`config.mk`:
```
export PLATFORM = sky130hd
export DESIGN_NAME = protection_feature_switch_bank
export DESIGN_NICKNAME = d
export VERILOG_FILES = /design/src/include/switch_bank_pkg.sv /design/src/core/led_latch.sv /design/src/core/protection_feature_switch_bank.sv
export SDC_FILE = /design/constraint.sdc
export NUM_CORES = 1
export LEC_CHECK = 0
export BUFFER_PORTS_ARGS = -buffer_cell sky130_fd_sc_hd__buf_4
export CORE_MARGIN = 1.5
export CORE_UTILIZATION = 50
export CTS_BUF_LIST = sky130_fd_sc_hd__clkbuf_8
export DETAILED_ROUTE_END_ITERATION = 8
export PLACE_DENSITY = 0.87
export SLEW_MARGIN = 20
export SYNTH_ARGS = -nofsm -noshare
export SYNTH_HDL_FRONTEND = slang
export SYNTH_SLANG_ARGS = --single-unit
```
`constraint.sdc`:
```
create_clock -name ref_clk -period 2.8 [get_ports ref_clk]
set_input_delay 0.42 -clock ref_clk [delete_from_list [all_inputs] [get_ports ref_clk]]
set_output_delay 0.42 -clock ref_clk [all_outputs]
set_load 0.005 [all_outputs]
```
`src/include/switch_bank_pkg.sv`:
```
package switch_bank_pkg;
   // register byte offsets
   localparam logic [7:0] OFS_INHIBIT = 8'h00;
   localparam logic [7:0] OFS_INTERACT = 8'h04;
   localparam logic [7:0] OFS_LATCH = 8'h08;
   localparam logic [7:0] OFS_CLEAR = 8'h0c;
   localparam logic [7:0] OFS_STATUS = 8'h10;

   localparam int INHIBIT_W = 7;
   localparam int INTERACT_W = 6;
   localparam int LED_N = 8;

   // reset values
   localparam logic [6:0] INHIBIT_RST = 7'h78;
   localparam logic [5:0] INTERACT_RST = 6'h00;
   localparam logic [7:0] LATCH_RST = 8'h00;

   // stage inhibit switch positions
   localparam int INH_HIGH_OC = 0;
   localparam int INH_INST_OC = 1;
   localparam int INH_HIGH_EF = 2;
   localparam int INH_PHASE_DISC = 3;
   localparam int INH_THERMAL = 4;
   localparam int INH_ARC = 5;
   localparam int INH_LIGHT = 6;

   // stage interaction switch positions
   localparam int IA_DOUBLE_HIGH_OC = 0;
   localparam int IA_INV_BY_HIGH_OC = 1;
   localparam int IA_INV_BY_INST_OC = 2;
   localparam int IA_DOUBLE_HIGH_EF = 3;
   localparam int IA_EF_INV_BY_HIGH_EF = 4;
   localparam int IA_LIGHT_BY_ARC = 5;

   // clear control positions
   localparam int CLR_DI_EN = 0;
   localparam int CLR_SERIAL_CMD = 1;

   // status positions
   localparam int ST_LIGHT = 8;
   localparam int ST_CLEARING = 9;

   typedef struct packed {
      logic highOcStart;
      logic instOcStart;
      logic highEfStart;
      logic arcTrip;
      logic lightReq;
      logic inrush;
   } stage_in_t;

   typedef struct packed {
      logic highOcEn;
      logic instOcEn;
      logic highEfEn;
      logic phaseDiscEn;
      logic thermalEn;
      logic arcEn;
      logic lightOut;
      logic highOcDouble;
      logic highEfDouble;
      logic lowOcInvInhibit;
      logic lowEfInvInhibit;
   } stage_ctl_t;
endpackage

```
`src/core/led_latch.sv`:
```
module led_latch #(
   parameter int N = 8
) (
   input wire logic ref_clk,
   input wire logic sys_rst,
   input wire logic [N-1:0] src,
   input wire logic [N-1:0] latchSel,
   input wire logic clear,
   output logic [N-1:0] led
);
   // an active source wins over a clear in the same cycle
   always_ff @(posedge ref_clk or posedge sys_rst) begin
      if (sys_rst) begin
         led <= '0;
      end else begin
         led <= src | (latchSel & led & ~{N{clear}});
      end
   end
endmodule

```
`src/core/protection_feature_switch_bank.sv`:
```
// Our own choices: the register offsets and the AHB-Lite interface to the registers.
module protection_feature_switch_bank (
   input wire logic ref_clk,
   input wire logic sys_rst,
   input wire logic hsel,
   input wire logic [31:0] haddr,
   input wire logic [1:0] htrans,
   input wire logic hwrite,
   input wire logic [2:0] hsize,
   input wire logic [31:0] hwdata,
   input wire logic hready,
   output logic hreadyout,
   output logic hresp,
   output logic [31:0] hrdata,
   input wire switch_bank_pkg::stage_in_t stageIn,
   input wire logic [switch_bank_pkg::LED_N-1:0] ledSrc,
   input wire logic panelClear,
   input wire logic digIn,
   output switch_bank_pkg::stage_ctl_t stageCtl,
   output logic [switch_bank_pkg::LED_N-1:0] led
);
   import switch_bank_pkg::*;

   logic [INHIBIT_W-1:0] inhibit_r;
   logic [INTERACT_W-1:0] interact_r;
   logic [LED_N-1:0] latch_r;
   logic diClrEn_r;
   logic serialClr_r;
   logic wrPend_r;
   logic [7:0] wrAddr_r;
   logic [7:0] rdAddr_r;
   logic panelMeta_r;
   logic panelSync_r;
   logic digMeta_r;
   logic digSync_r;
   logic clearAny;
   logic addrPhase;

   function automatic logic isReg(input logic [7:0] a, input logic [7:0] ofs);
      isReg = (a == ofs);
   endfunction

   // zero-wait slave, always OKAY
   assign hreadyout = 1'b1;
   assign hresp = 1'b0;
   assign addrPhase = hsel && htrans[1] && hready;

   always_ff @(posedge ref_clk or posedge sys_rst) begin
      if (sys_rst) begin
         wrPend_r <= 1'b0;
         wrAddr_r <= 8'h00;
         rdAddr_r <= 8'h00;
      end else if (hready) begin
         wrPend_r <= addrPhase && hwrite;
         wrAddr_r <= haddr[7:0];
         rdAddr_r <= (addrPhase && !hwrite) ? haddr[7:0] : 8'hff;
      end
   end

   // switch groups, written in the data phase
   always_ff @(posedge ref_clk or posedge sys_rst) begin
      if (sys_rst) begin
         inhibit_r <= INHIBIT_RST;
         interact_r <= INTERACT_RST;
         latch_r <= LATCH_RST;
      end else if (wrPend_r) begin
         if (isReg(wrAddr_r, OFS_INHIBIT)) begin
            inhibit_r <= hwdata[INHIBIT_W-1:0];
         end
         if (isReg(wrAddr_r, OFS_INTERACT)) begin
            interact_r <= hwdata[INTERACT_W-1:0];
         end
         if (isReg(wrAddr_r, OFS_LATCH)) begin
            latch_r <= hwdata[LED_N-1:0];
         end
      end
   end

   // serial clear command is a self-clearing pulse
   always_ff @(posedge ref_clk or posedge sys_rst) begin
      if (sys_rst) begin
         diClrEn_r <= 1'b0;
         serialClr_r <= 1'b0;
      end else begin
         serialClr_r <= wrPend_r && isReg(wrAddr_r, OFS_CLEAR) && hwdata[CLR_SERIAL_CMD];
         if (wrPend_r && isReg(wrAddr_r, OFS_CLEAR)) begin
            diClrEn_r <= hwdata[CLR_DI_EN];
         end
      end
   end

   // pins cross into ref_clk through two flops
   always_ff @(posedge ref_clk or posedge sys_rst) begin
      if (sys_rst) begin
         panelMeta_r <= 1'b0;
         panelSync_r <= 1'b0;
         digMeta_r <= 1'b0;
         digSync_r <= 1'b0;
      end else begin
         panelMeta_r <= panelClear;
         panelSync_r <= panelMeta_r;
         digMeta_r <= digIn;
         digSync_r <= digMeta_r;
      end
   end

   // level clear: a held input keeps latched leds dark
   assign clearAny = panelSync_r || serialClr_r || (digSync_r && diClrEn_r);

   // read mux from flops; a read right after a write sees the new value
   always_comb begin
      hrdata = 32'h0000_0000;
      case (rdAddr_r)
         OFS_INHIBIT: hrdata[INHIBIT_W-1:0] = inhibit_r;
         OFS_INTERACT: hrdata[INTERACT_W-1:0] = interact_r;
         OFS_LATCH: hrdata[LED_N-1:0] = latch_r;
         OFS_CLEAR: hrdata[CLR_DI_EN] = diClrEn_r;
         OFS_STATUS: begin
            hrdata[LED_N-1:0] = led;
            hrdata[ST_LIGHT] = stageCtl.lightOut;
            hrdata[ST_CLEARING] = clearAny;
         end
         default: hrdata = 32'h0000_0000;
      endcase
   end

   // stage enables from the inhibit group
   always_ff @(posedge ref_clk or posedge sys_rst) begin
      if (sys_rst) begin
         stageCtl.highOcEn <= 1'b0;
         stageCtl.instOcEn <= 1'b0;
         stageCtl.highEfEn <= 1'b0;
         stageCtl.phaseDiscEn <= 1'b0;
         stageCtl.thermalEn <= 1'b0;
         stageCtl.arcEn <= 1'b0;
      end else begin
         stageCtl.highOcEn <= !inhibit_r[INH_HIGH_OC];
         stageCtl.instOcEn <= !inhibit_r[INH_INST_OC];
         stageCtl.highEfEn <= !inhibit_r[INH_HIGH_EF];
         stageCtl.phaseDiscEn <= !inhibit_r[INH_PHASE_DISC];
         stageCtl.thermalEn <= !inhibit_r[INH_THERMAL];
         stageCtl.arcEn <= !inhibit_r[INH_ARC];
      end
   end

   // light output: inhibit wins, arc trip may block
   always_ff @(posedge ref_clk or posedge sys_rst) begin
      if (sys_rst) begin
         stageCtl.lightOut <= 1'b0;
      end else begin
         stageCtl.lightOut <= stageIn.lightReq && !inhibit_r[INH_LIGHT]
            && !(interact_r[IA_LIGHT_BY_ARC] && stageIn.arcTrip);
      end
   end

   // interaction between stages
   always_ff @(posedge ref_clk or posedge sys_rst) begin
      if (sys_rst) begin
         stageCtl.highOcDouble <= 1'b0;
         stageCtl.highEfDouble <= 1'b0;
         stageCtl.lowOcInvInhibit <= 1'b0;
         stageCtl.lowEfInvInhibit <= 1'b0;
      end else begin
         stageCtl.highOcDouble <= interact_r[IA_DOUBLE_HIGH_OC] && stageIn.inrush;
         // doubling the earth fault stage can mask real faults during inrush
         stageCtl.highEfDouble <= interact_r[IA_DOUBLE_HIGH_EF] && stageIn.inrush;
         stageCtl.lowOcInvInhibit <=
            (interact_r[IA_INV_BY_HIGH_OC] && stageIn.highOcStart)
            || (interact_r[IA_INV_BY_INST_OC] && stageIn.instOcStart);
         stageCtl.lowEfInvInhibit <=
            interact_r[IA_EF_INV_BY_HIGH_EF] && stageIn.highEfStart;
      end
   end

   led_latch #(
      .N(LED_N)
   ) ledLatch (
      .ref_clk(ref_clk),
      .sys_rst(sys_rst),
      .src(ledSrc),
      .latchSel(latch_r),
      .clear(clearAny),
      .led(led)
   );

   inhibit_high_oc_a: assert property (@(posedge ref_clk) disable iff (sys_rst)
      !$past(sys_rst) |-> stageCtl.highOcEn == !$past(inhibit_r[INH_HIGH_OC]))
      else $error("high overcurrent enable does not follow its inhibit switch");

   inhibit_arc_a: assert property (@(posedge ref_clk) disable iff (sys_rst)
      !$past(sys_rst) && $past(inhibit_r[INH_ARC]) |-> !stageCtl.arcEn)
      else $error("arc stage enabled while inhibited");

   reset_inhibit_a: assert property (@(posedge ref_clk) disable iff (sys_rst)
      $past(sys_rst) |-> inhibit_r == INHIBIT_RST)
      else $error("inhibit group wrong after reset");

   light_inhibit_a: assert property (@(posedge ref_clk) disable iff (sys_rst)
      $past(inhibit_r[INH_LIGHT]) |-> !stageCtl.lightOut)
      else $error("light output active while inhibited");

   inrush_double_a: assert property (@(posedge ref_clk) disable iff (sys_rst)
      !$past(sys_rst) |-> stageCtl.highEfDouble
         == ($past(interact_r[IA_DOUBLE_HIGH_EF]) && $past(stageIn.inrush)))
      else $error("earth fault doubling wrong");

   oc_inverse_block_a: assert property (@(posedge ref_clk) disable iff (sys_rst)
      $past(interact_r[IA_INV_BY_INST_OC]) && $past(stageIn.instOcStart)
         |-> stageCtl.lowOcInvInhibit)
      else $error("instantaneous start did not block inverse time");

   ef_inverse_block_a: assert property (@(posedge ref_clk) disable iff (sys_rst)
      !$past(sys_rst) && !$past(interact_r[IA_EF_INV_BY_HIGH_EF]) |-> !stageCtl.lowEfInvInhibit)
      else $error("earth fault inverse time blocked with switch off");

   arc_light_block_a: assert property (@(posedge ref_clk) disable iff (sys_rst)
      $past(interact_r[IA_LIGHT_BY_ARC]) && $past(stageIn.arcTrip) |-> !stageCtl.lightOut)
      else $error("light output not blocked by arc trip");

   led_follow_a: assert property (@(posedge ref_clk) disable iff (sys_rst)
      !$past(sys_rst) && $past(latch_r) == '0 |-> led == $past(ledSrc))
      else $error("unlatched led does not follow its source");

   led_hold_a: assert property (@(posedge ref_clk) disable iff (sys_rst)
      !$past(clearAny) |-> (led & $past(latch_r) & $past(led)) == ($past(latch_r) & $past(led)))
      else $error("latched led went dark without a clear");

   led_clear_a: assert property (@(posedge ref_clk) disable iff (sys_rst)
      !$past(sys_rst) && $past(clearAny) |-> led == $past(ledSrc))
      else $error("clear did not drop latched leds");

   di_clear_a: assert property (@(posedge ref_clk) disable iff (sys_rst)
      $past(digIn, 2) && diClrEn_r && $past(diClrEn_r) |-> clearAny)
      else $error("routed digital input did not clear");

   group_reset_a: assert property (@(posedge ref_clk) disable iff (sys_rst)
      $past(sys_rst) |-> interact_r == '0 && latch_r == '0)
      else $error("second or third group not zero after reset");

   switch_take_a: assert property (@(posedge ref_clk) disable iff (sys_rst)
      wrPend_r && isReg(wrAddr_r, OFS_LATCH) |-> ##1 latch_r == $past(hwdata[LED_N-1:0]))
      else $error("latch switch write not taken next cycle");
endmodule

```
==> flow_summary.yaml, run 1 <==
power_and_ir_drop:
  p_comb_share_pct: 10.4
  p_leak_nw: 1.68
  switchingPower_mw: 0.496
  vdd_drop_max_v: 0.000274
  swShare_pct: 23.9
  clock_power_share_pct: 39.3
  power_density_nw_per_um2: 598
  seq_power_share_pct: 50.3
  power.internal_mw: 1.58
placement:
  hpwlAfterDp_um: 4020
  io_buffers: 66
  gp_congestion: 0.803
  dp.cells: 359
global_routing:
  grtUsageTotal_pct: 21.3
  gr-total-overflow: 0
  first_global_vias: 1951
  grt_antenna_before_repair: 0
  grt_pass1_wl_um: 9610
  grt_max_degree: 64
final_layout:
  syn2layout_area_growth_pct: 24.5
  stdcell_count: 375
  layout_common_cells: "69 x buf_4, 59 x dfrtp_1, 24 x conb_1"
  diodes: 0
  final_common_cell: "buf_4"
  drive_gt1_share_pct: 43.2
  nets: 388
detailed_routing:
  antenna_left: 0
  first_pass_iters: 4
  drc_errors: 0
  wl_um: 5800
  num_vias: 1916
  wl_per_cell_um: 15.5
  first_iter_violations: 150
  via_per_inst: 5.11
critical_path:
  slowest_stage: "or4_4"
  crit_path_cell_trace: "or4_4 > nor4_4 > a221o_1 > buf_4"
  crit_family: "simple AND/OR/NAND/NOR gates"
  worstSetupPathType: "reg2out"
  path_max_fanout: 11
  start_kind: "flip-flop"
  slowest_delay_ns: 0.65
  critPathBufInv: 1
  cp_data_arrival_time_ns: 2.19
  critPathCaptureType: "output port"
  worstPathRequired_ns: 2.38
timing:
  slew_violations: 0
  setup_violations: 0
  hold_viol_final: 0
  rsz0062_at_grt: "false"
  tightest_slew_ns: 0.768
  min_period_over_period_pct: 93.1
  fmax_mhz: 383
  relSlewSlack_pct: 48.8
  timing.final.crit_period_ns: 2.61
  final.setup_skew_ns: 0.0114
  fin_setup_tns_ns: 0
yosys:
  async_reset_ff_share_pct: 100
  ys_seq_elements: 63
  yosysWarnings: 0
  synth.distinct_cells: 41
  synth_area_sq_um: 2790
  yosys.area.top_type_share_pct: 52.9
  synth_edf_count: 0
  post-synth-top-area-cell: "dfrtp_1"
  avgSynthCellArea_sq_um: 12.3
  synth-main-ff-cell: "dfrtp_1"
  synth_area_leaders: "dfrtp_1 53%, mux2_2 8.9%, buf_4 6.5%, dfstp_2 3.8%, a31o_2 2.5%"
  synth-seq-area-share_pct: 56.7
  synth_cells: 227
clocking:
  clock_path_buffers: 2
  htree_levels: 3
  hold_buffers: 0
  path_clk_slew_ns: 0.07
  cts_setup_buffers: 0
  cts_made_buffers: 9
  cts_tree: "yes"
  ctsResizeCount: 0
  clock_latency_ns: 0.34
  clock-sinks: 63
  cts-root-buf: "clkbuf_8"
outcome:
  outcome: "completed"
die:
  die_x_um: 77.7
  die_y_um: 77.7
  ios: 143
  core-area_sq_um: 5440
  start_util_pct: 51.3
  num_rows: 27
  dieArea_sq_um: 6040
job:
  max_cap_viol_count: 0
hold_path:
  worst_hold_path_type: "in2reg"
## state kept, by name (all words and copies together) (netlist names)
name / cells
stageCtl: 11
latch_r: 8
ledLatch.led: 8
rdAddr_r: 8
wrAddr_r: 8
inhibit_r: 7
interact_r: 6
diClrEn_r: 1
digMeta_r: 1
digSync_r: 1
panelMeta_r: 1
panelSync_r: 1
serialClr_r: 1
wrPend_r: 1
## Yosys cell counts (all sizes together) (5+ instances only)
cell type / count
inv: 18
nor3: 5
nand2b: 8
nand2: 11
nand3: 9
mux2i: 7
o21ai: 9
mux2: 22
buf: 27
a31o: 8
dfrtp: 59
a221o: 6
## power by group through the flow
stage          clock network, mW  logic (mW)  registers (mW)
2_1_floorplan                  0       0.142            1.05
4_1_cts                    0.824       0.218            1.05
6_report                   0.818       0.215            1.05
5_1_grt                    0.876       0.240            1.06
3_5_place_dp                   0       0.216            1.06
3_3_place_gp                   0       0.208            1.06
## final cells by class
cell class                 count  area [sq um]
fill                         417          1960
sequential                    63          1580
multi-input combinational    137          1010
timing repair buffer          69           518
clock buffer                  12           165
tap                           72          90.1
inverter                      18          67.6
clock inverter                 4          43.8
## layer usage
metal  track usage, %  vias up  part of all wire [%]
li1                 -      884                     -
met1             25.5      934                    40
met2             35.0       86                    51
met3             6.47       12                   6.7
met4             10.0        0                   2.3
met5                0        -                     0
## path summary, 6_finish.rpt
path / cells after the start / end / slack (ns) / startpoint
hold / removal: 1 / panelMeta_r / 0.19 / panelClear
hold reg to reg: 0 / digSync_r / 0.36 / digMeta_r
min in group asynchronous: 3 / interact_r[3] / 0.29 / sys_rst
max in group asynchronous: 3 / ledLatch.led[1] / 1.98 / sys_rst
setup reg to reg: 3 / inhibit_r[2] / 0.92 / wrAddr_r[7]
setup / recovery: 4 / hrdata[0] / 0.19 / rdAddr_r[0]
## kinds of logic after synthesis
kind of cell	after synthesis	synth area share (%)
flip-flops	63	56.7
AND/OR/NAND/NOR	54	12.8
buffers and inverters	49	10.1
AO/OA/AOI/OAI	30	8.74
multiplexers	29	11.4
other	2	0.269
## stage by stage
| stage | area (sq um) | hold slack, ns | utilization, % | setup slack, ns | power (mW) |
|---|---|---|---|---|---|
| after floorplan | 2870 | 0.331 | - | 0.817 | 1.19 |
| after global placement | 3270 | 0.335 | 60.1 | 0.533 | 1.26 |
| after detailed placement | 3270 | 0.339 | 60.1 | 0.543 | 1.28 |
| after CTS | 3480 | 0.182 | 63.9 | 0.170 | 2.09 |
| after global routing | 3480 | 0.177 | 63.9 | 0.0524 | 2.17 |
| final | 3480 | 0.190 | 63.9 | 0.192 | 2.08 |
(Power assumes the default switching activity.)
==> run 2: changes to the inputs <==
==> constraint.sdc (replaced) <==
create_clock -name ref_clk -period 2.8 [get_ports ref_clk]
set_input_delay 0.84 -clock ref_clk [delete_from_list [all_inputs] [get_ports ref_clk]]
set_output_delay 0.84 -clock ref_clk [all_outputs]
set_load 0.005 [all_outputs]
==> run 2 against run 1 <==
Compared with the run above: sequential power about the same; worst hold slack better by 0.16 ns; clock skew down 0.0053 ns; via count decreased by 1.8%.
==> flow_summary.yaml, run 2 (synthesis results as in run 1) <==
outcome:
  outcome: "completed"
placement:
  place_ws_ns: 0.289
  io_buffers: 66
  dp.cells: 360
  placed_cell_area_sq_um: 3290
  hpwlAfterDp_um: 3930
  gp_congestion: 0.806
power_and_ir_drop:
  clock_power_share_pct: 34.4
  seq_power_share_pct: 54.3
  p_leak_nw: 1.69
  switchingPower_mw: 0.461
  vdd_drop_max_v: 0.000354
  power.internal_mw: 1.46
  power.total_mw: 1.92
  power_density_nw_per_um2: 549
  p_comb_share_pct: 11.3
  swShare_pct: 24.0
detailed_routing:
  num_vias: 1881
  first_pass_iters: 4
  wl_per_cell_um: 14.5
  antenna_left: 0
  drc_errors: 0
  first_iter_violations: 94
  wl_um: 5480
  via_per_inst: 4.98
global_routing:
  grtUsageTotal_pct: 19.7
  grt_pass1_wl_um: 8950
  grt_antenna_before_repair: 0
  first_global_vias: 1918
  grt_max_degree: 33
  gr-total-overflow: 0
critical_path:
  worstPathRequired_ns: 1.96
  rr_startpoint: "wrAddr_r[0]"
  cp-startpoint: "rdAddr_r[0]"
  path_max_fanout: 6
  critPathCaptureType: "output port"
  r2r_setup_slack_ns: 0.98
  ff2ff_path_depth: 3
  start_kind: "flip-flop"
  reg2reg_to: "inhibit_r[2]"
  cp_data_arrival_time_ns: 1.95
  worstSetupPathType: "reg2out"
clocking:
  cts-root-buf: "clkbuf_8"
  clock_latency_ns: 0.33
  clock_path_buffers: 2
  clock-sinks: 63
  path_clk_slew_ns: 0.06
  hold_buffers: 0
  cts_tree: "yes"
  htree_levels: 3
  cts_made_buffers: 9
final_layout:
  final_util_pct: 64.5
  final_area_sq_um: 3510
  nFillCells: 432
  syn2layout_area_growth_pct: 25.6
  final_common_cell: "buf_4"
  diodes: 0
  nets: 391
  layout_common_cells: "64 x buf_4, 59 x dfrtp_1, 24 x conb_1"
  regMostFlops: "stageCtl"
  drive_gt1_share_pct: 43.5
  largest_reg_flops: 11
  stdcell_count: 378
timing:
  timing.final.crit_period_ns: 2.79
  min_period_over_period_pct: 99.8
  final.setup_skew_ns: 0.00610
  fin_ws_ns: 0.00536
  relSlewSlack_pct: 54.4
  slew_violations: 0
  tightest_slew_ns: 0.683
  rsz0062_at_grt: "true"
  fmax_mhz: 358
  setup_violations: 0
  hold_viol_final: 0
die:
  start_util_pct: 51.3
  dieArea_sq_um: 6040
  core-area_sq_um: 5440
  die_y_um: 77.7
  ios: 143
  num_rows: 27
  die_x_um: 77.7
hold_path:
  hold_path_end: "panelSync_r"
  worstHoldStart: "panelMeta_r"
  holdPathStages: 0
  worst_hold_path_type: "reg2reg"
job:
  max_cap_viol_count: 0
## run 2: layer usage
metal	up-vias	routed length, um	part of all wire (%)	GRT usage [%]
met5	-	0	0	0
met2	65	2770	51	33.5
met1	913	2320	42	23.2
li1	895	-	-	-
met4	0	105	1.9	11.5
met3	8	286	5.2	3.76
## run 2: critical path, cell delays in order (launching register included)
cell and delay (ns):
dfrtp_1 0.37, or4_4 0.61, nor3b_4 0.33, a221o_2 0.23, buf_6 0.09
## run 2: how the worst max path moves through the flow
stage	end	slack [ns]
after detailed placement	hrdata[0]	0.29
after CTS	hrdata[4]	-0.04
after global routing	hrdata[0]	-0.07
final	hrdata[2]	0.005
after global placement	hrdata[1]	0.28
after floorplan	diClrEn_r	0.40
## run 2: layout make-up
cell class                      count  area (sq um)  area share (%)
Clock buffer                       11           151            4.32
Tap cell                           72          90.1            2.57
Clock inverter                      5          20.0           0.571
Sequential cell                    63          1580            45.1
Timing Repair Buffer               72           573            16.3
Inverter                           18          67.6            1.93
Multi-Input combinational cell    137          1020            29.2
## run 2: power by group through the flow
stage	clock [mW]	sequential (mW)	combinational, mW
after floorplan	0	1.05	0.142
after global placement	0	1.06	0.210
after detailed placement	0	1.06	0.218
after CTS	0.680	1.04	0.220
after global routing	0.726	1.05	0.240
final	0.663	1.04	0.217
## run 2: what timing repair did
| item | in CTS | in global routing |
|---|---|---|
| setup buffers | 2 | 0 |
| endpoints found under the setup margin | 8 | 9 |
| pin swaps | 6 | 4 |
| resized for setup | 7 | 2 |
## run 2: stage by stage
step                      TNS [ns]  hold slack [ns]
after floorplan                  0            0.331
after global placement           0            0.334
after detailed placement         0            0.342
after CTS                   -0.174            0.356
after global routing        -0.347            0.373
final                            0            0.354
==> run 3: changes to the inputs <==
--- a/config.mk
+++ b/config.mk
@@ -11,7 +11,9 @@
 export CTS_BUF_LIST = sky130_fd_sc_hd__clkbuf_8
 export DETAILED_ROUTE_END_ITERATION = 8
 export PLACE_DENSITY = 0.87
+export SETUP_SLACK_MARGIN = 0.15
 export SLEW_MARGIN = 20
 export SYNTH_ARGS = -nofsm -noshare
 export SYNTH_HDL_FRONTEND = slang
 export SYNTH_SLANG_ARGS = --single-unit
+export TNS_END_PERCENT = 5
==> run 3 against run 2 <==
Compared with the run above: setup slack did not move; clock-buffer cell count did not move; routed wire length barely moved; non-clock buffer count did not move; worst hold slack did not move; critical endpoint unchanged; largest cell class unchanged.
==> flow_summary.yaml, run 3 (synthesis results as in run 1) <==
clocking:
  clock_latency_ns: 0.33
  cts_tree: "yes"
  cts-root-buf: "clkbuf_8"
  clock_path_buffers: 2
  path_clk_slew_ns: 0.06
  hold_buffers: 0
  htree_levels: 3
  clock-sinks: 63
  cts_made_buffers: 9
die:
  num_rows: 27
  die_x_um: 77.7
  die_y_um: 77.7
  dieArea_sq_um: 6040
  start_util_pct: 51.3
  core-area_sq_um: 5440
  ios: 143
power_and_ir_drop:
  p_leak_nw: 1.69
  power_density_nw_per_um2: 549
  clock_power_share_pct: 34.4
  switchingPower_mw: 0.461
  power.internal_mw: 1.46
  vdd_drop_max_v: 0.000354
  power.total_mw: 1.92
  seq_power_share_pct: 54.3
  p_comb_share_pct: 11.3
  swShare_pct: 24.0
final_layout:
  drive_gt1_share_pct: 43.5
  largest_reg_flops: 11
  nets: 391
  final_util_pct: 64.5
  syn2layout_area_growth_pct: 25.6
  final_common_cell: "buf_4"
  regMostFlops: "stageCtl"
  stdcell_count: 378
  layout_common_cells: "64 x buf_4, 59 x dfrtp_1, 24 x conb_1"
  diodes: 0
  nFillCells: 432
detailed_routing:
  first_pass_iters: 4
  top_layer: "met4"
  num_vias: 1881
  drc_errors: 0
  via_per_inst: 4.98
  antenna_left: 0
  dr_wl_met3_um: 286
  dr_wl_met2_um: 2770
  first_iter_violations: 90
  wl_per_cell_um: 14.5
  wl_met1_um: 2320
  wl_um: 5480
placement:
  io_buffers: 66
  dp.cells: 360
  gp_congestion: 0.806
  hpwlAfterDp_um: 3930
timing:
  setup_violations: 0
  slew_violations: 0
  rsz0062_at_grt: "true"
  timing.final.crit_period_ns: 2.79
  fmax_mhz: 358
  tightest_slew_ns: 0.683
  final.setup_skew_ns: 0.00610
  min_period_over_period_pct: 99.8
  relSlewSlack_pct: 54.4
  hold_viol_final: 0
global_routing:
  first_global_vias: 1918
  grt_antenna_before_repair: 0
  grt_pass1_wl_um: 8950
  grt_max_degree: 33
  gr-total-overflow: 0
  grtUsageTotal_pct: 19.7
critical_path:
  worstPathRequired_ns: 1.96
  cp_data_arrival_time_ns: 1.95
  path_max_fanout: 6
  critPathCaptureType: "output port"
  worstSetupPathType: "reg2out"
  start_kind: "flip-flop"
hold_path:
  worst_hold_path_type: "reg2reg"
outcome:
  outcome: "completed"
job:
  max_cap_viol_count: 0
## run 3: per-stage QoR
stage	instance area, sq um	TNS [ns]	hold WS [ns]	worst slack, ns
6_report	3510	0	0.354	0.00536
5_1_grt	3510	-0.347	0.373	-0.0667
4_1_cts	3490	-0.175	0.356	-0.0376
3_5_place_dp	3290	0	0.342	0.289
3_3_place_gp	3290	0	0.334	0.281
2_1_floorplan	2870	0	0.331	0.397
## run 3: layout make-up
cell class / instances / area (sq um) / share of cell area (%)
clock inverter: 5 / 20.0 / 0.571
clock buffer: 11 / 151 / 4.32
inverter: 18 / 67.6 / 1.93
multi-input combinational: 137 / 1020 / 29.2
tap: 72 / 90.1 / 2.57
sequential: 63 / 1580 / 45.1
timing repair buffer: 72 / 573 / 16.3
## run 3: power by group through the flow
stage | Sequential, mW | Clock (mW) | Combinational, mW
after global routing | 1.05 | 0.726 | 0.240
final | 1.04 | 0.663 | 0.217
after detailed placement | 1.06 | 0 | 0.218
after CTS | 1.04 | 0.680 | 0.220
after global placement | 1.06 | 0 | 0.210
after floorplan | 1.05 | 0 | 0.142
## run 3: critical path: stages (launching register included)
cell and delay, ns:
dfrtp_1 0.37, or4_4 0.61, nor3b_4 0.33, a221o_2 0.23, buf_6 0.09
## run 3: per-layer routing
metal | up-vias | global-route usage (%)
li1 | 895 | -
met1 | 913 | 23.2
met2 | 65 | 33.5
met3 | 8 | 3.76
met4 | 0 | 11.5
met5 | - | 0
## run 3: worst paths after layout
path / from / end / slack (ns) / depth (start not counted)
setup reg to reg: wrAddr_r[0] / inhibit_r[2] / 0.98 / 3
max in group asynchronous: sys_rst / inhibit_r[2] / 1.58 / 3
min in group asynchronous: sys_rst / interact_r[0] / 0.62 / 2
hold reg to reg: panelMeta_r / panelSync_r / 0.35 / 0
setup / recovery: rdAddr_r[0] / hrdata[2] / 0.005 / 4
hold / removal: panelMeta_r / panelSync_r / 0.35 / 0
## run 3: what timing repair did
action                     4_1_cts  5_1_grt
setup buffers                    2        0
setup endpoints to repair       10       10
gates resized for setup          6        3
pin swaps                        7        3
